## src/inc/codec_cfg_pkg.sv

```systemverilog
`default_nettype none
package codec_cfg_pkg;
	// ****************************************************************
	// Register selects on the host port
	// ****************************************************************
	localparam logic [2:0] SEL_SERIAL_HOST = 3'h2; // Serial and host setup
	localparam logic [2:0] SEL_POWER_RATE = 3'h3; // Power and rate setup

	// ****************************************************************
	// Field layouts
	// ****************************************************************
	typedef struct packed {
		logic turbo; // Fast bit clock select
		logic filter_bypass; // Filter bypass
		logic [2:0] host_address_high_bits; // Address high bits
		logic general_output_bit; // General purpose output
		logic [1:0] host_pin_config; // Host pin function
	} serial_host_config_t;

	typedef struct packed {
		logic [1:0] power_down_select; // Power state
		logic soft_reset_bit; // Software reset request
		logic [1:0] dac_oversampling_select; // DAC oversampling
		logic [2:0] sample_rate_ratio; // Frames per sample
	} power_rate_config_t;

	// ****************************************************************
	// Reset values
	// ****************************************************************
	localparam serial_host_config_t SERIAL_HOST_RESET = 8'h20;
	localparam power_rate_config_t POWER_RATE_RESET = 8'h01;

	// ****************************************************************
	// Field encodings and counts
	// ****************************************************************
	localparam logic [1:0] HPC_I2C = 2'h0; // Pins form I2C port
	localparam logic [1:0] HPC_SIMPLE = 2'h1; // Pins form simple serial port
	localparam logic [1:0] HPC_GPO = 2'h2; // Data pin shows output bit
	localparam logic [1:0] HPC_FLAG = 2'h3; // Data pin shows frame flag
	localparam logic [1:0] POWER_DOWN_SELECT_ADC = 2'h1; // ADC off
	localparam logic [1:0] POWER_DOWN_SELECT_DAC = 2'h2; // DAC off
	localparam logic [1:0] POWER_DOWN_SELECT_ALL = 2'h3; // Whole device off
	localparam logic [9:0] OSR_512 = 10'h200;
	localparam logic [9:0] OSR_256 = 10'h100;
	localparam logic [9:0] OSR_128 = 10'h080;
	localparam logic [4:0] BITS_PER_SLOT = 5'h10; // Bit clocks per device slot
	localparam int FRAME_W = 19; // Width of 16 x M x N x P
endpackage
`default_nettype wire

```

## src/logic/codec_serial_power_config_regs.sv

```systemverilog
`default_nettype none
module codec_serial_power_config_regs (
	input wire logic i_mclk, // Master clock
	input wire logic i_rst_n, // Async reset, active low
	input wire logic i_ce, // Clock enable
	input wire logic i_wr_en, // Register write strobe
	input wire logic i_rd_en, // Register read strobe
	input wire logic [2:0] i_sel, // Register select
	input wire logic [7:0] i_wr_data, // Write data
	output logic [7:0] o_rd_data, // Read data
	input wire logic [3:0] i_cascade_addr, // Cascade device address
	input wire logic [4:0] i_device_count, // Cascaded devices, 1 to 16
	input wire logic [1:0] i_mode_factor, // Mode factor
	input wire logic i_serial_master, // Device is serial master
	input wire logic [6:0] i_div_m, // M code, 0 means 128
	input wire logic [3:0] i_div_n, // N code, 0 means 16
	input wire logic [2:0] i_div_p, // P code, 0 means 8
	input wire logic i_scl_pin, // Clock pin level
	input wire logic i_host_sda_low, // Host port pulls data pin low
	input wire logic i_ctrl_frame_flag, // Control frame flag
	output logic o_sda_out, // Data pin drive value
	output logic o_sda_oe_n, // Data pin enable, low drives
	output logic o_dout, // Serial data output pass level
	output logic o_dout_pass, // Data output shows clock pin
	output logic o_i2c_sel, // Pins run as I2C
	output logic o_simple_serial_control, // Pins run as simple serial
	output logic [6:0] o_host_address, // Host port bus address
	output logic o_filter_bypass, // Filters bypassed
	output logic o_adc_power_down, // ADC powered down
	output logic o_dac_power_down, // DAC powered down
	output logic o_device_power_down, // Whole device down
	output logic [9:0] o_dac_osr, // DAC oversampling ratio
	output logic o_turbo, // Fast bit clock selected
	output logic o_bclk_tick, // Fast bit clock enable pulse
	output logic [11:0] o_bclk_per_frame, // Normal bit clocks per frame
	output logic o_frame_tick, // Frame rate pulse
	output logic o_sample_tick, // Sampling rate pulse
	output logic o_soft_reset // Software reset pulse
);
	import codec_cfg_pkg::*;

	// Divider code to value, zero code meaning the top value
	function automatic logic [7:0] div_value(input logic [6:0] code, input logic [7:0] top);
		div_value = (code == 7'h00) ? top : {1'b0, code};
	endfunction

	// ****************************************************************
	// State
	// ****************************************************************
	serial_host_config_t sh_reg, sh_next; // Serial and host setup
	power_rate_config_t pr_reg, pr_next; // Power and rate setup
	logic [7:0] rd_reg, rd_next; // Read data
	logic srst_reg, srst_next; // Soft reset pulse
	logic scl_s1_reg, scl_s2_reg; // Clock pin synchroniser
	logic sda_out_reg, sda_out_next; // Data pin value
	logic sda_oe_n_reg, sda_oe_n_next; // Data pin enable
	logic dout_reg, dout_next; // Passed clock pin level
	logic [FRAME_W-1:0] frame_cnt_reg, frame_cnt_next; // Frame divider
	logic [2:0] ratio_cnt_reg, ratio_cnt_next; // Frames per sample
	logic [2:0] p_cnt_reg, p_cnt_next; // Fast bit clock divider
	logic frame_reg, frame_next, sample_reg, sample_next, bclk_reg, bclk_next;
	logic [7:0] m_val, n_val, p_val; // Decoded dividers
	logic [FRAME_W-1:0] frame_period; // Master clocks per frame
	logic [3:0] ratio_val; // Frames per sample

	// Divider decode
	always_comb
	begin
		m_val = div_value(i_div_m, 8'h80);
		n_val = div_value({3'h0, i_div_n}, 8'h10);
		p_val = div_value({4'h0, i_div_p}, 8'h08);
		frame_period = FRAME_W'(BITS_PER_SLOT)
			* FRAME_W'(m_val) * FRAME_W'(n_val) * FRAME_W'(p_val);
		ratio_val = (pr_reg.sample_rate_ratio == 3'h0) ? 4'h8
			: {1'b0, pr_reg.sample_rate_ratio};
	end

	// ****************************************************************
	// Register file
	// ****************************************************************
	// Writes, reads and software reset
	always_comb
	begin
		sh_next = sh_reg;
		pr_next = pr_reg;
		rd_next = rd_reg;
		srst_next = 1'b0;
		if (srst_reg)
		begin
			// Every field back to its reset value
			sh_next = SERIAL_HOST_RESET;
			pr_next = POWER_RATE_RESET;
		end
		else if (i_wr_en && i_sel == SEL_SERIAL_HOST)
			sh_next = serial_host_config_t'(i_wr_data);
		else if (i_wr_en && i_sel == SEL_POWER_RATE)
		begin
			pr_next = power_rate_config_t'(i_wr_data);
			srst_next = pr_next.soft_reset_bit;
		end
		if (i_rd_en)
		begin
			// Unselected registers read as zero
			unique case (i_sel)
				SEL_SERIAL_HOST: rd_next = sh_reg;
				SEL_POWER_RATE: rd_next = pr_reg;
				default: rd_next = 8'h00;
			endcase
		end
	end

	always_ff @(posedge i_mclk or negedge i_rst_n)
	begin
		if (!i_rst_n)
		begin
			sh_reg <= SERIAL_HOST_RESET;
			pr_reg <= POWER_RATE_RESET;
			rd_reg <= 8'h00;
			srst_reg <= 1'b0;
		end
		else if (i_ce)
		begin
			sh_reg <= sh_next;
			pr_reg <= pr_next;
			rd_reg <= rd_next;
			srst_reg <= srst_next;
		end
	end

	// ****************************************************************
	// Host pins
	// ****************************************************************
	// Clock pin synchroniser
	always_ff @(posedge i_mclk or negedge i_rst_n)
	begin
		if (!i_rst_n)
		begin
			scl_s1_reg <= 1'b0;
			scl_s2_reg <= 1'b0;
		end
		else if (i_ce)
		begin
			scl_s1_reg <= i_scl_pin;
			scl_s2_reg <= scl_s1_reg;
		end
	end

	// Data pin function by pin mode
	always_comb
	begin
		sda_out_next = 1'b0;
		sda_oe_n_next = 1'b1;
		dout_next = 1'b0;
		unique case (sh_reg.host_pin_config)
			HPC_I2C, HPC_SIMPLE:
				sda_oe_n_next = !i_host_sda_low; // Open drain from host port
			HPC_GPO:
			begin
				sda_out_next = sh_reg.general_output_bit;
				sda_oe_n_next = 1'b0;
				dout_next = scl_s2_reg;
			end
			HPC_FLAG:
			begin
				sda_out_next = i_ctrl_frame_flag;
				sda_oe_n_next = 1'b0;
			end
		endcase
	end

	always_ff @(posedge i_mclk or negedge i_rst_n)
	begin
		if (!i_rst_n)
		begin
			sda_out_reg <= 1'b0;
			sda_oe_n_reg <= 1'b1;
			dout_reg <= 1'b0;
		end
		else if (i_ce)
		begin
			sda_out_reg <= sda_out_next;
			sda_oe_n_reg <= sda_oe_n_next;
			dout_reg <= dout_next;
		end
	end

	// ****************************************************************
	// Frame, sample and bit clock timing
	// ****************************************************************
	// Dividers
	always_comb
	begin
		frame_cnt_next = frame_cnt_reg + FRAME_W'(1);
		frame_next = 1'b0;
		ratio_cnt_next = ratio_cnt_reg;
		sample_next = 1'b0;
		p_cnt_next = p_cnt_reg + 3'h1;
		bclk_next = 1'b0;
		if (frame_cnt_reg >= frame_period - FRAME_W'(1))
		begin
			// Frame boundary
			frame_cnt_next = '0;
			frame_next = 1'b1;
			ratio_cnt_next = ratio_cnt_reg + 3'h1;
			if ({1'b0, ratio_cnt_reg} >= ratio_val - 4'h1)
			begin
				ratio_cnt_next = 3'h0; // One sample per n frames
				sample_next = 1'b1;
			end
		end
		if ({5'h00, p_cnt_reg} >= p_val - 8'h01)
		begin
			// Master clock over P, master only
			p_cnt_next = 3'h0;
			bclk_next = sh_reg.turbo && i_serial_master;
		end
	end

	always_ff @(posedge i_mclk or negedge i_rst_n)
	begin
		if (!i_rst_n)
		begin
			frame_cnt_reg <= '0;
			ratio_cnt_reg <= 3'h0;
			p_cnt_reg <= 3'h0;
			frame_reg <= 1'b0;
			sample_reg <= 1'b0;
			bclk_reg <= 1'b0;
		end
		else if (i_ce)
		begin
			frame_cnt_reg <= frame_cnt_next;
			ratio_cnt_reg <= ratio_cnt_next;
			p_cnt_reg <= p_cnt_next;
			frame_reg <= frame_next;
			sample_reg <= sample_next;
			bclk_reg <= bclk_next;
		end
	end

	// ****************************************************************
	// Outputs
	// ****************************************************************
	assign o_rd_data = rd_reg;
	assign o_soft_reset = srst_reg;
	assign o_sda_out = sda_out_reg;
	assign o_sda_oe_n = sda_oe_n_reg;
	assign o_dout = dout_reg;
	assign o_dout_pass = (sh_reg.host_pin_config == HPC_GPO);
	assign o_i2c_sel = (sh_reg.host_pin_config == HPC_I2C);
	assign o_simple_serial_control = (sh_reg.host_pin_config == HPC_SIMPLE);
	assign o_host_address = {sh_reg.host_address_high_bits, i_cascade_addr};
	assign o_filter_bypass = sh_reg.filter_bypass;
	assign o_adc_power_down = (pr_reg.power_down_select == POWER_DOWN_SELECT_ADC)
		|| (pr_reg.power_down_select == POWER_DOWN_SELECT_ALL);
	assign o_dac_power_down = (pr_reg.power_down_select == POWER_DOWN_SELECT_DAC)
		|| (pr_reg.power_down_select == POWER_DOWN_SELECT_ALL);
	assign o_device_power_down = (pr_reg.power_down_select == POWER_DOWN_SELECT_ALL);
	assign o_dac_osr = pr_reg.dac_oversampling_select[0] ? OSR_512
		: (pr_reg.dac_oversampling_select[1] ? OSR_256 : OSR_128);
	assign o_turbo = sh_reg.turbo;
	assign o_bclk_tick = bclk_reg;
	assign o_bclk_per_frame = 12'(BITS_PER_SLOT) * 12'(i_device_count) * 12'(i_mode_factor);
	assign o_frame_tick = frame_reg;
	assign o_sample_tick = sample_reg;
endmodule
`default_nettype wire

```

## config.mk

```make
export PLATFORM = sky130hd
export DESIGN_NAME = codec_serial_power_config_regs
export DESIGN_NICKNAME = d
export VERILOG_FILES = /design/src/inc/codec_cfg_pkg.sv /design/src/logic/codec_serial_power_config_regs.sv
export SDC_FILE = /design/constraint.sdc
export NUM_CORES = 1
export LEC_CHECK = 0
export ABC_AREA = 1
export BUFFER_PORTS_ARGS = -buffer_cell sky130_fd_sc_hd__buf_4
export CAP_MARGIN = 20
export CORE_UTILIZATION = 52
export DETAILED_ROUTE_END_ITERATION = 12
export PLACE_DENSITY = 0.82
export SLEW_MARGIN = 10
export SYNTH_ARGS = -nofsm -noshare
export SYNTH_HDL_FRONTEND = slang
export SYNTH_SLANG_ARGS = --single-unit
```

## constraint.sdc

```tcl
create_clock -name i_mclk -period 2.1 [get_ports i_mclk]
set_input_delay 0.21 -clock i_mclk [delete_from_list [all_inputs] [get_ports i_mclk]]
set_output_delay 0.21 -clock i_mclk [all_outputs]
set_load 0.02 [all_outputs]
```

==> flow_summary.toml, run 1 <==
[run_status]
status = "complete, but fails checks"
violations = "setup timing"

[routing]
wirelength_um = 17400
drtAntennaViolNets = 0
drtPass1Iterations = 5
vias_per_cell = 5.09
drc = 0
wl_per_cell_um = 13.1
drtIter0Drc = 359
dr_total_vias = 6752

[die]
start_util_pct = 53.8
die_w_um = 117
rows = 41
fp.dieArea_sq_um = 13700
core-area_sq_um = 12800
die_height_um = 117
ios = 97

[logic_synthesis]
syn_avg_cell_area_sq_um = 7.06
yosysTopAreaCell = "dfrtp_1"
synth_flop_cell = "dfrtp_1"
synth_edf_count = 0
async_flop_share_pct = 100
synth_area_leaders = "dfrtp_1 (20%), nand2_1 (14%), ha_1 (12%), fa_1 (12%), inv_1 (11%)"
yosysWarnings = 0
synth_area_sq_um = 6870
yosysTopAreaCellShare_pct = 20.0
seq_area_frac_synth_pct = 21.2
ys_seq_elements = 58
ys_types = 45
synthCells = 974

[sta]
slew_viol_final = 0
clock.fmax_mhz = 143
fin_crit_sh_pct = 332
finClkSkew_ns = 0.00594
hold_viol_final = 0
fin_tns_setup_ns = -116.28
slew_headroom_pct = 52.0
rsz0062_at_grt = "yes"
layout_min_cycle_time_ns = 6.98
worst_slew_pin_slew_ns = 0.721
timing.final.ws_setup_ns = -4.88
setup_viol = 24

[clock_tree]
cts.sinks = 58
clk_latency_ns = 0.33
cts_tree = "done"
cts-buffers-inserted = 9
cts_max_path_buffers = 2
clk_pin_slew_ns = 0.05
cts_root_buf = "clkbuf_16"
htreeDepth = 3

[final_layout]
layout_common_cells = "nand2_1 (214), buf_4 (179), inv_1 (175)"
multi_input_area_sq_um = 5040
nets = 1303
regArea_sq_um = 1460
fill_cells = 887
n_antenna_cell = 0
drive_above_1_share_pct = 31.0
layout_commonest_cell = "nand2_1"
largest_register_ff_count = 19
syn_to_final_growth_pct = 34.3

[placement]
gp_congestion = 0.903
dp_hpwl_um = 12900
io_buffers = 76

[global_route]
grt_pass1_wl_um = 27400
grt_pass1_vias = 6357
gr-total-overflow = 0
track_usage_pct = 25.1
grt_max_degree = 59
antenna_found_initial = 0

[worst_setup_path]
crit_arrival_ns = 7.19
end_kind = "flop"
crit_fanout = 6
startpoint_type = "primary input"
path_class = "in -> reg"
max_stage_delay_ns = 0.51
cpMaxStageDelayCell = "fa_1"
r2r_slack_ns = 0.11
required_ns = 2.31

[power]
vdd_drop_max_mv = 0.699
p_total_uw = 11400
power_density_nw_per_um2 = 1240
leakage_uw = 0.00501

[flow_run]
cap_violations = 0

[hold_path]
hp-class = "in -> reg"
## layout make-up
cell class              count  area share, %
multi-input cells         691           54.6
flip-flops and latches     58           15.8
repair buffers            188           15.7
inverters                 200           8.25
clock buffers              10           2.48
well taps                 172           2.33
clock inverters             6          0.732
repair inverters            1         0.0949
## power breakdown
group / total [uW] / switching [uW] / internal (uW)
combinational: 8270 / 4470 / 3800
clock: 1440 / 525 / 919
sequential: 1700 / 281 / 1420
## cells by family (layout without fill, tap and decap cells)
group / after synthesis / count (layout) / share of synthesized area [%]
AOI/OAI and AO/OA: 83 / 83 / 6.99
xor gates and xnor gates: 37 / 37 / 4.83
adders and majority gates: 109 / 109 / 24.3
buffers and inverters: 236 / 405 / 14.2
DFF: 58 / 58 / 21.2
other: 1 / 12 / 0.0546
and+or+nand+nor: 450 / 450 / 28.4
## synthesized netlist by cell type, drive strengths merged, types with 2 or more instances
cell type	number
nand3b	2
or2	4
dfstp	3
nand4	19
nor3	6
o21bai	2
a22oi	8
buf	26
nand3	45
fa	41
ha	68
dfrtp	55
a21oi	26
clkinv	2
inv	198
xnor2	16
clkbuf	10
o31ai	4
nand2	256
and2	3
nor4	3
a31oi	2
xor2	21
nor2	109
o21ai	38
## final timing paths
check                                  start                end  cells after the start
setup / recovery                  i_div_n[1]   frame_cnt_reg[5]                     38
hold / removal                i_host_sda_low         o_sda_oe_n                      2
setup reg to reg           frame_cnt_reg[12]   frame_cnt_reg[3]                     11
hold reg to reg                   scl_s1_reg         scl_s1_reg                      2
max in group asynchronous            i_rst_n  frame_cnt_reg[14]                      2
min in group asynchronous            i_rst_n          pr_reg[3]                      2
## critical path: cells and delay by family
kind,cells,cell delay (ns)
fa+ha+maj,8,3.30
compound gates,1,0.20
buf+inv,10,1.12
xor+xnor,2,0.45
simple gates,17,1.90
## stage by stage
step                instance area, sq um  hold WS, ns  util [%]  instances  setup slack [ns]
floorplan                           7210      -0.0856         -        985             -4.63
global placement                    8460        0.306      66.2       1292             -4.91
detailed placement                  8460        0.309      66.2       1292             -5.10
CTS                                 8910       0.0201      69.7       1318             -4.66
global route                        9230       0.0211      72.2       1326             -5.27
finish                              9230       0.0266      72.2       1326             -4.88
## per-layer routing
| metal | GRT usage (%) | up-vias | share of wire, % |
|---|---|---|---|
| li1 | - | 3332 | - |
| met4 | 6.58 | 0 | 2.2 |
| met2 | 45.7 | 196 | 51 |
| met5 | 0 | - | 0 |
| met1 | 30.7 | 3188 | 41 |
| met3 | 4.43 | 36 | 5.1 |
## what timing repair did
item,in CTS,in global routing
endpoints found under the setup margin,24,24
pin swaps,23,30
buffers inserted,8,8
resized for setup,22,75
gates cloned,1,0
endpoints found under the hold margin,55,0
hold buffers,1,0
Power figures use the tool's default switching activity.
==> run 2: changes to the inputs <==
--- a/config.mk
+++ b/config.mk
@@ -8,6 +8,7 @@
 export ABC_AREA = 1
 export BUFFER_PORTS_ARGS = -buffer_cell sky130_fd_sc_hd__buf_4
 export CAP_MARGIN = 20
+export CORE_ASPECT_RATIO = 0.8
 export CORE_UTILIZATION = 52
 export DETAILED_ROUTE_END_ITERATION = 12
 export PLACE_DENSITY = 0.82
==> flow_summary.toml, run 2 (synthesized netlist as in run 1, its figures left out) <==
[global_route]
gr-total-overflow = 0
grt_pass1_vias = 6758
track_usage_pct = 27.5
grt_pass1_wl_um = 30400
grt_max_degree = 59
antenna_found_initial = 0

[sta]
finClkSkew_ns = 0.00613
slew_viol_final = 0
worst_slew_pin_slew_ns = 0.729
layout_min_cycle_time_ns = 7.18
timing.final.ws_setup_ns = -5.08
slew_headroom_pct = 51.4
fin_crit_sh_pct = 342
setup_viol = 24
hold_viol_final = 0
clock.fmax_mhz = 139
rsz0062_at_grt = "yes"

[power]
vdd_drop_max_mv = 0.850
leakage_uw = 0.00503
power_density_nw_per_um2 = 1180
p_total_uw = 10800

[worst_setup_path]
required_ns = 2.36
startpoint_type = "primary input"
r2r_slack_ns = 0.01
path_class = "in -> reg"
cp_common_cell = "nand2_1"
rr_startpoint = "frame_cnt_reg[6]"
crit_arrival_ns = 7.44
end_kind = "flop"
max_stage_delay_ns = 0.54
cpMaxStageDelayCell = "fa_1"
crit_fanout = 7
crit_start = "i_div_n[1]"

[hold_path]
min_from = "i_host_sda_low"
hp-class = "in -> reg"

[routing]
drtAntennaViolNets = 0
drc = 0
dr_total_vias = 6842
vias_per_cell = 5.14
drtPass1Iterations = 5
wirelength_um = 18600
wl_per_cell_um = 14.0
drtIter0Drc = 553

[die]
ios = 97
core-area_sq_um = 12900
rows = 37
fp.dieArea_sq_um = 13700
die_w_um = 131
start_util_pct = 53.4
die_height_um = 105

[placement]
gp_congestion = 0.883
place_area_sq_um = 8490
io_buffers = 76
dp_hpwl_um = 13400

[final_layout]
largest_register_ff_count = 19
layout_common_cells = "nand2_1 (222), buf_4 (181), inv_1 (180)"
stdcell_area_sq_um = 9120
n_antenna_cell = 0
layout_commonest_cell = "nand2_1"
nets = 1304
syn_to_final_growth_pct = 32.8
drive_above_1_share_pct = 29.2

[run_status]
violations = "setup timing"
status = "complete, but fails checks"

[flow_run]
cap_violations = 0

[clock_tree]
cts_root_buf = "clkbuf_16"
cts_tree = "done"
htreeDepth = 3
cts.sinks = 58
cts-buffers-inserted = 9
cts_max_path_buffers = 2
clk_pin_slew_ns = 0.05
clk_latency_ns = 0.32
-- run 2: layout make-up --
type | count | area [sq um]
Clock buffer | 12 | 267
Clock inverter | 4 | 48.8
Fill cell | 987 | 3750
Inverter | 200 | 768
Multi-Input combinational cell | 691 | 4910
Sequential cell | 58 | 1460
Tap cell | 175 | 219
Timing Repair Buffer | 189 | 1450
Timing Repair inverter | 1 | 8.76
-- run 2: power by group --
group	internal (uW)	switching [uW]	total [uW]
Sequential	1420	286	1700
Combinational	3410	4130	7540
Clock	1010	496	1510
-- run 2: worst max-delay path: cells and delay by family --
| kind | cells | cell delay [ns] |
|---|---|---|
| xor gates and xnor gates | 2 | 0.37 |
| buffers and inverters | 12 | 1.06 |
| AOI/OAI and AO/OA | 1 | 0.06 |
| adders and majority gates | 8 | 3.37 |
| and+or+nand+nor | 21 | 2.32 |
-- run 2: routing by layer --
metal  share of wire (%)  GRT usage [%]  vias to the layer above
met2                  48           45.5                      237
li1                    -              -                     3333
met4                 1.9           5.09                        0
met3                 5.7           4.56                       42
met5                   0              0                        -
met1                  44           38.0                     3230
-- run 2: final timing paths --
kind / cells past startpoint / endpoint
max in group asynchronous: 2 / pr_reg[7]
min in group asynchronous: 2 / frame_cnt_reg[13]
worst max-delay path: 44 / o_sample_tick
worst min register to register: 2 / scl_s1_reg
worst max register to register: 11 / o_sample_tick
worst min-delay path: 2 / o_sda_oe_n
-- run 2: timing repair --
item / CTS / global route
buffers inserted: 9 / 4
pin swaps: 19 / 31
cloned: 0 / 1
hold endpoints to repair: 55 / 0
hold buffers: 1 / 0
resized for setup: 18 / 41
endpoints found under the setup margin: 24 / 24
-- run 2: stage by stage --
step	instances	hold WS, ns	utilization [%]	setup slack, ns	setup TNS, ns
after detailed placement	1300	0.312	66.0	-5.20	-124.15
after global routing	1330	0.0522	70.9	-5.48	-130.69
final	1330	0.0352	70.9	-5.08	-120.83
after floorplan	985	-0.0856	-	-4.63	-109.88
after global placement	1300	0.308	66.0	-4.92	-117.54
after CTS	1326	0.0369	69.5	-4.74	-112.38
==> run 3: changes to the inputs <==
==> constraint.sdc (replaced) <==
create_clock -name i_mclk -period 7 [get_ports i_mclk]
set_input_delay 0.7 -clock i_mclk [delete_from_list [all_inputs] [get_ports i_mclk]]
set_output_delay 0.7 -clock i_mclk [all_outputs]
set_load 0.02 [all_outputs]
==> flow_summary.toml, run 3 (synthesized netlist as in run 1, its figures left out) <==
[run_status]
status = "complete, but fails checks"
violations = "setup timing"

[power]
pwr-share-seq_pct = 16.0
power.internal_uw = 1720
power_density_nw_per_um2 = 358
p_sw_uw = 1450
p_clk_share_pct = 14.8
swShare_pct = 45.6
leakage_uw = 0.00486
combPwrFrac_pct = 69.1
vdd_drop_max_mv = 0.184

[routing]
vias_per_cell = 4.99
wl_per_cell_um = 12.7
drtPass1Iterations = 5
dr_total_vias = 6442
drc = 0
drtAntennaViolNets = 0
wirelength_um = 16400
drtIter0Drc = 421

[sta]
fin_crit_sh_pct = 107
hold_viol_final = 0
rsz0062_at_grt = "yes"
worst_slew_pin_slew_ns = 0.718
fin_tns_setup_ns = -10.0
slew_headroom_pct = 52.1
timing.final.ws_setup_ns = -0.471
setup_viol = 24
finClkSkew_ns = 0.00483
slew_viol_final = 0
clock.fmax_mhz = 134
layout_min_cycle_time_ns = 7.47
hold_ws_ns = 0.428

[flow_run]
cap_violations = 0

[die]
ios = 97
fp.dieArea_sq_um = 13700
die_height_um = 105
core-area_sq_um = 12900
start_util_pct = 53.4
rows = 37
die_w_um = 131

[worst_setup_path]
max_stage_delay_ns = 0.50
path_class = "in -> reg"
cpMaxStageDelayCell = "fa_1"
r2r_slack_ns = 4.98
required_ns = 7.22
crit_fanout = 8
end_kind = "flop"
crit_arrival_ns = 7.69
startpoint_type = "primary input"

[clock_tree]
clk_latency_ns = 0.33
cts_max_path_buffers = 2
cts.sinks = 58
cts_root_buf = "clkbuf_16"
htreeDepth = 3
clk_pin_slew_ns = 0.05
cts_tree = "done"
cts-buffers-inserted = 9
hold_buffers = 0

[global_route]
grt_max_degree = 59
antenna_found_initial = 0
track_usage_pct = 24.8
grt_pass1_wl_um = 27400
grt_pass1_vias = 6121
gr-total-overflow = 0

[placement]
gp_congestion = 0.902
place_area_sq_um = 8230
io_buffers = 76
dp_hpwl_um = 12600

[final_layout]
fill_cells = 1049
drive_above_1_share_pct = 25.9
nets = 1266
stdcell_area_sq_um = 8830
syn_to_final_growth_pct = 28.6
regArea_sq_um = 1460
layout_common_cells = "nand2_1 (226), inv_1 (181), buf_4 (148)"
n_antenna_cell = 0
layout_commonest_cell = "nand2_1"
multi_input_area_sq_um = 4910
largest_register_ff_count = 19

[hold_path]
hp-class = "in -> async"
-- run 3: timing repair --
action | in CTS | in global routing
buffers inserted | 9 | 3
gates resized for setup | 37 | 20
pin swaps | 30 | 7
setup endpoints to repair | 24 | 24
cloned | 0 | 0
-- run 3: power groups by stage --
stage | Combinational, uW | Sequential (uW) | Clock (uW)
6_report | 2190 | 507 | 470
5_1_grt | 2430 | 518 | 492
4_1_cts | 2120 | 503 | 477
3_5_place_dp | 2030 | 505 | 0
3_3_place_gp | 1980 | 503 | 0
2_1_floorplan | 1380 | 508 | 0
-- run 3: final timing paths --
| check | from | to | depth (start not counted) |
|---|---|---|---|
| max in group asynchronous | i_rst_n | scl_s1_reg | 1 |
| setup reg to reg | frame_cnt_reg[12] | frame_cnt_reg[13] | 11 |
| hold / removal | i_rst_n | frame_cnt_reg[15] | 1 |
| min in group i_mclk | scl_s1_reg | scl_s1_reg | 2 |
| hold reg to reg | scl_s1_reg | scl_s1_reg | 2 |
| setup / recovery | i_div_n[3] | ratio_cnt_reg[0] | 43 |
-- run 3: area by class of cell --
type / instances / share of cell area, %
Multi-Input combinational cell: 691 / 55.6
Sequential cell: 58 / 16.5
Timing Repair Buffer: 152 / 13.2
Inverter: 200 / 8.61
Clock buffer: 11 / 2.75
Tap cell: 175 / 2.48
Clock inverter: 5 / 0.878
-- run 3: worst max-delay path: cells and delay by family --
family | cells | cell delay, ns
buffers and inverters | 11 | 0.86
XOR/XNOR | 2 | 0.44
AND/OR/NAND/NOR | 19 | 2.13
adder cells (fa/ha/maj) | 8 | 3.22
AO/OA/AOI/OAI | 3 | 0.33
-- run 3: stage by stage --
stage | power, uW | util (%) | instances | setup slack (ns)
floorplan | 1890 | - | 985 | -0.222
global placement | 2480 | 63.9 | 1265 | -0.476
detailed placement | 2540 | 63.9 | 1265 | -0.757
finish | 3170 | 68.6 | 1292 | -0.471
CTS | 3100 | 67.8 | 1289 | -0.240
global route | 3440 | 68.6 | 1292 | -0.816
-- run 3: per-layer routing --
layer	wire length (um)	share of wire [%]	track usage (%)	up-vias
li1	-	-	-	3255
met1	8080	49	35.4	3004
met2	7380	45	39.4	166
met3	799	4.9	4.40	17
met4	132	0.81	5.01	0
met5	0	0	0	-
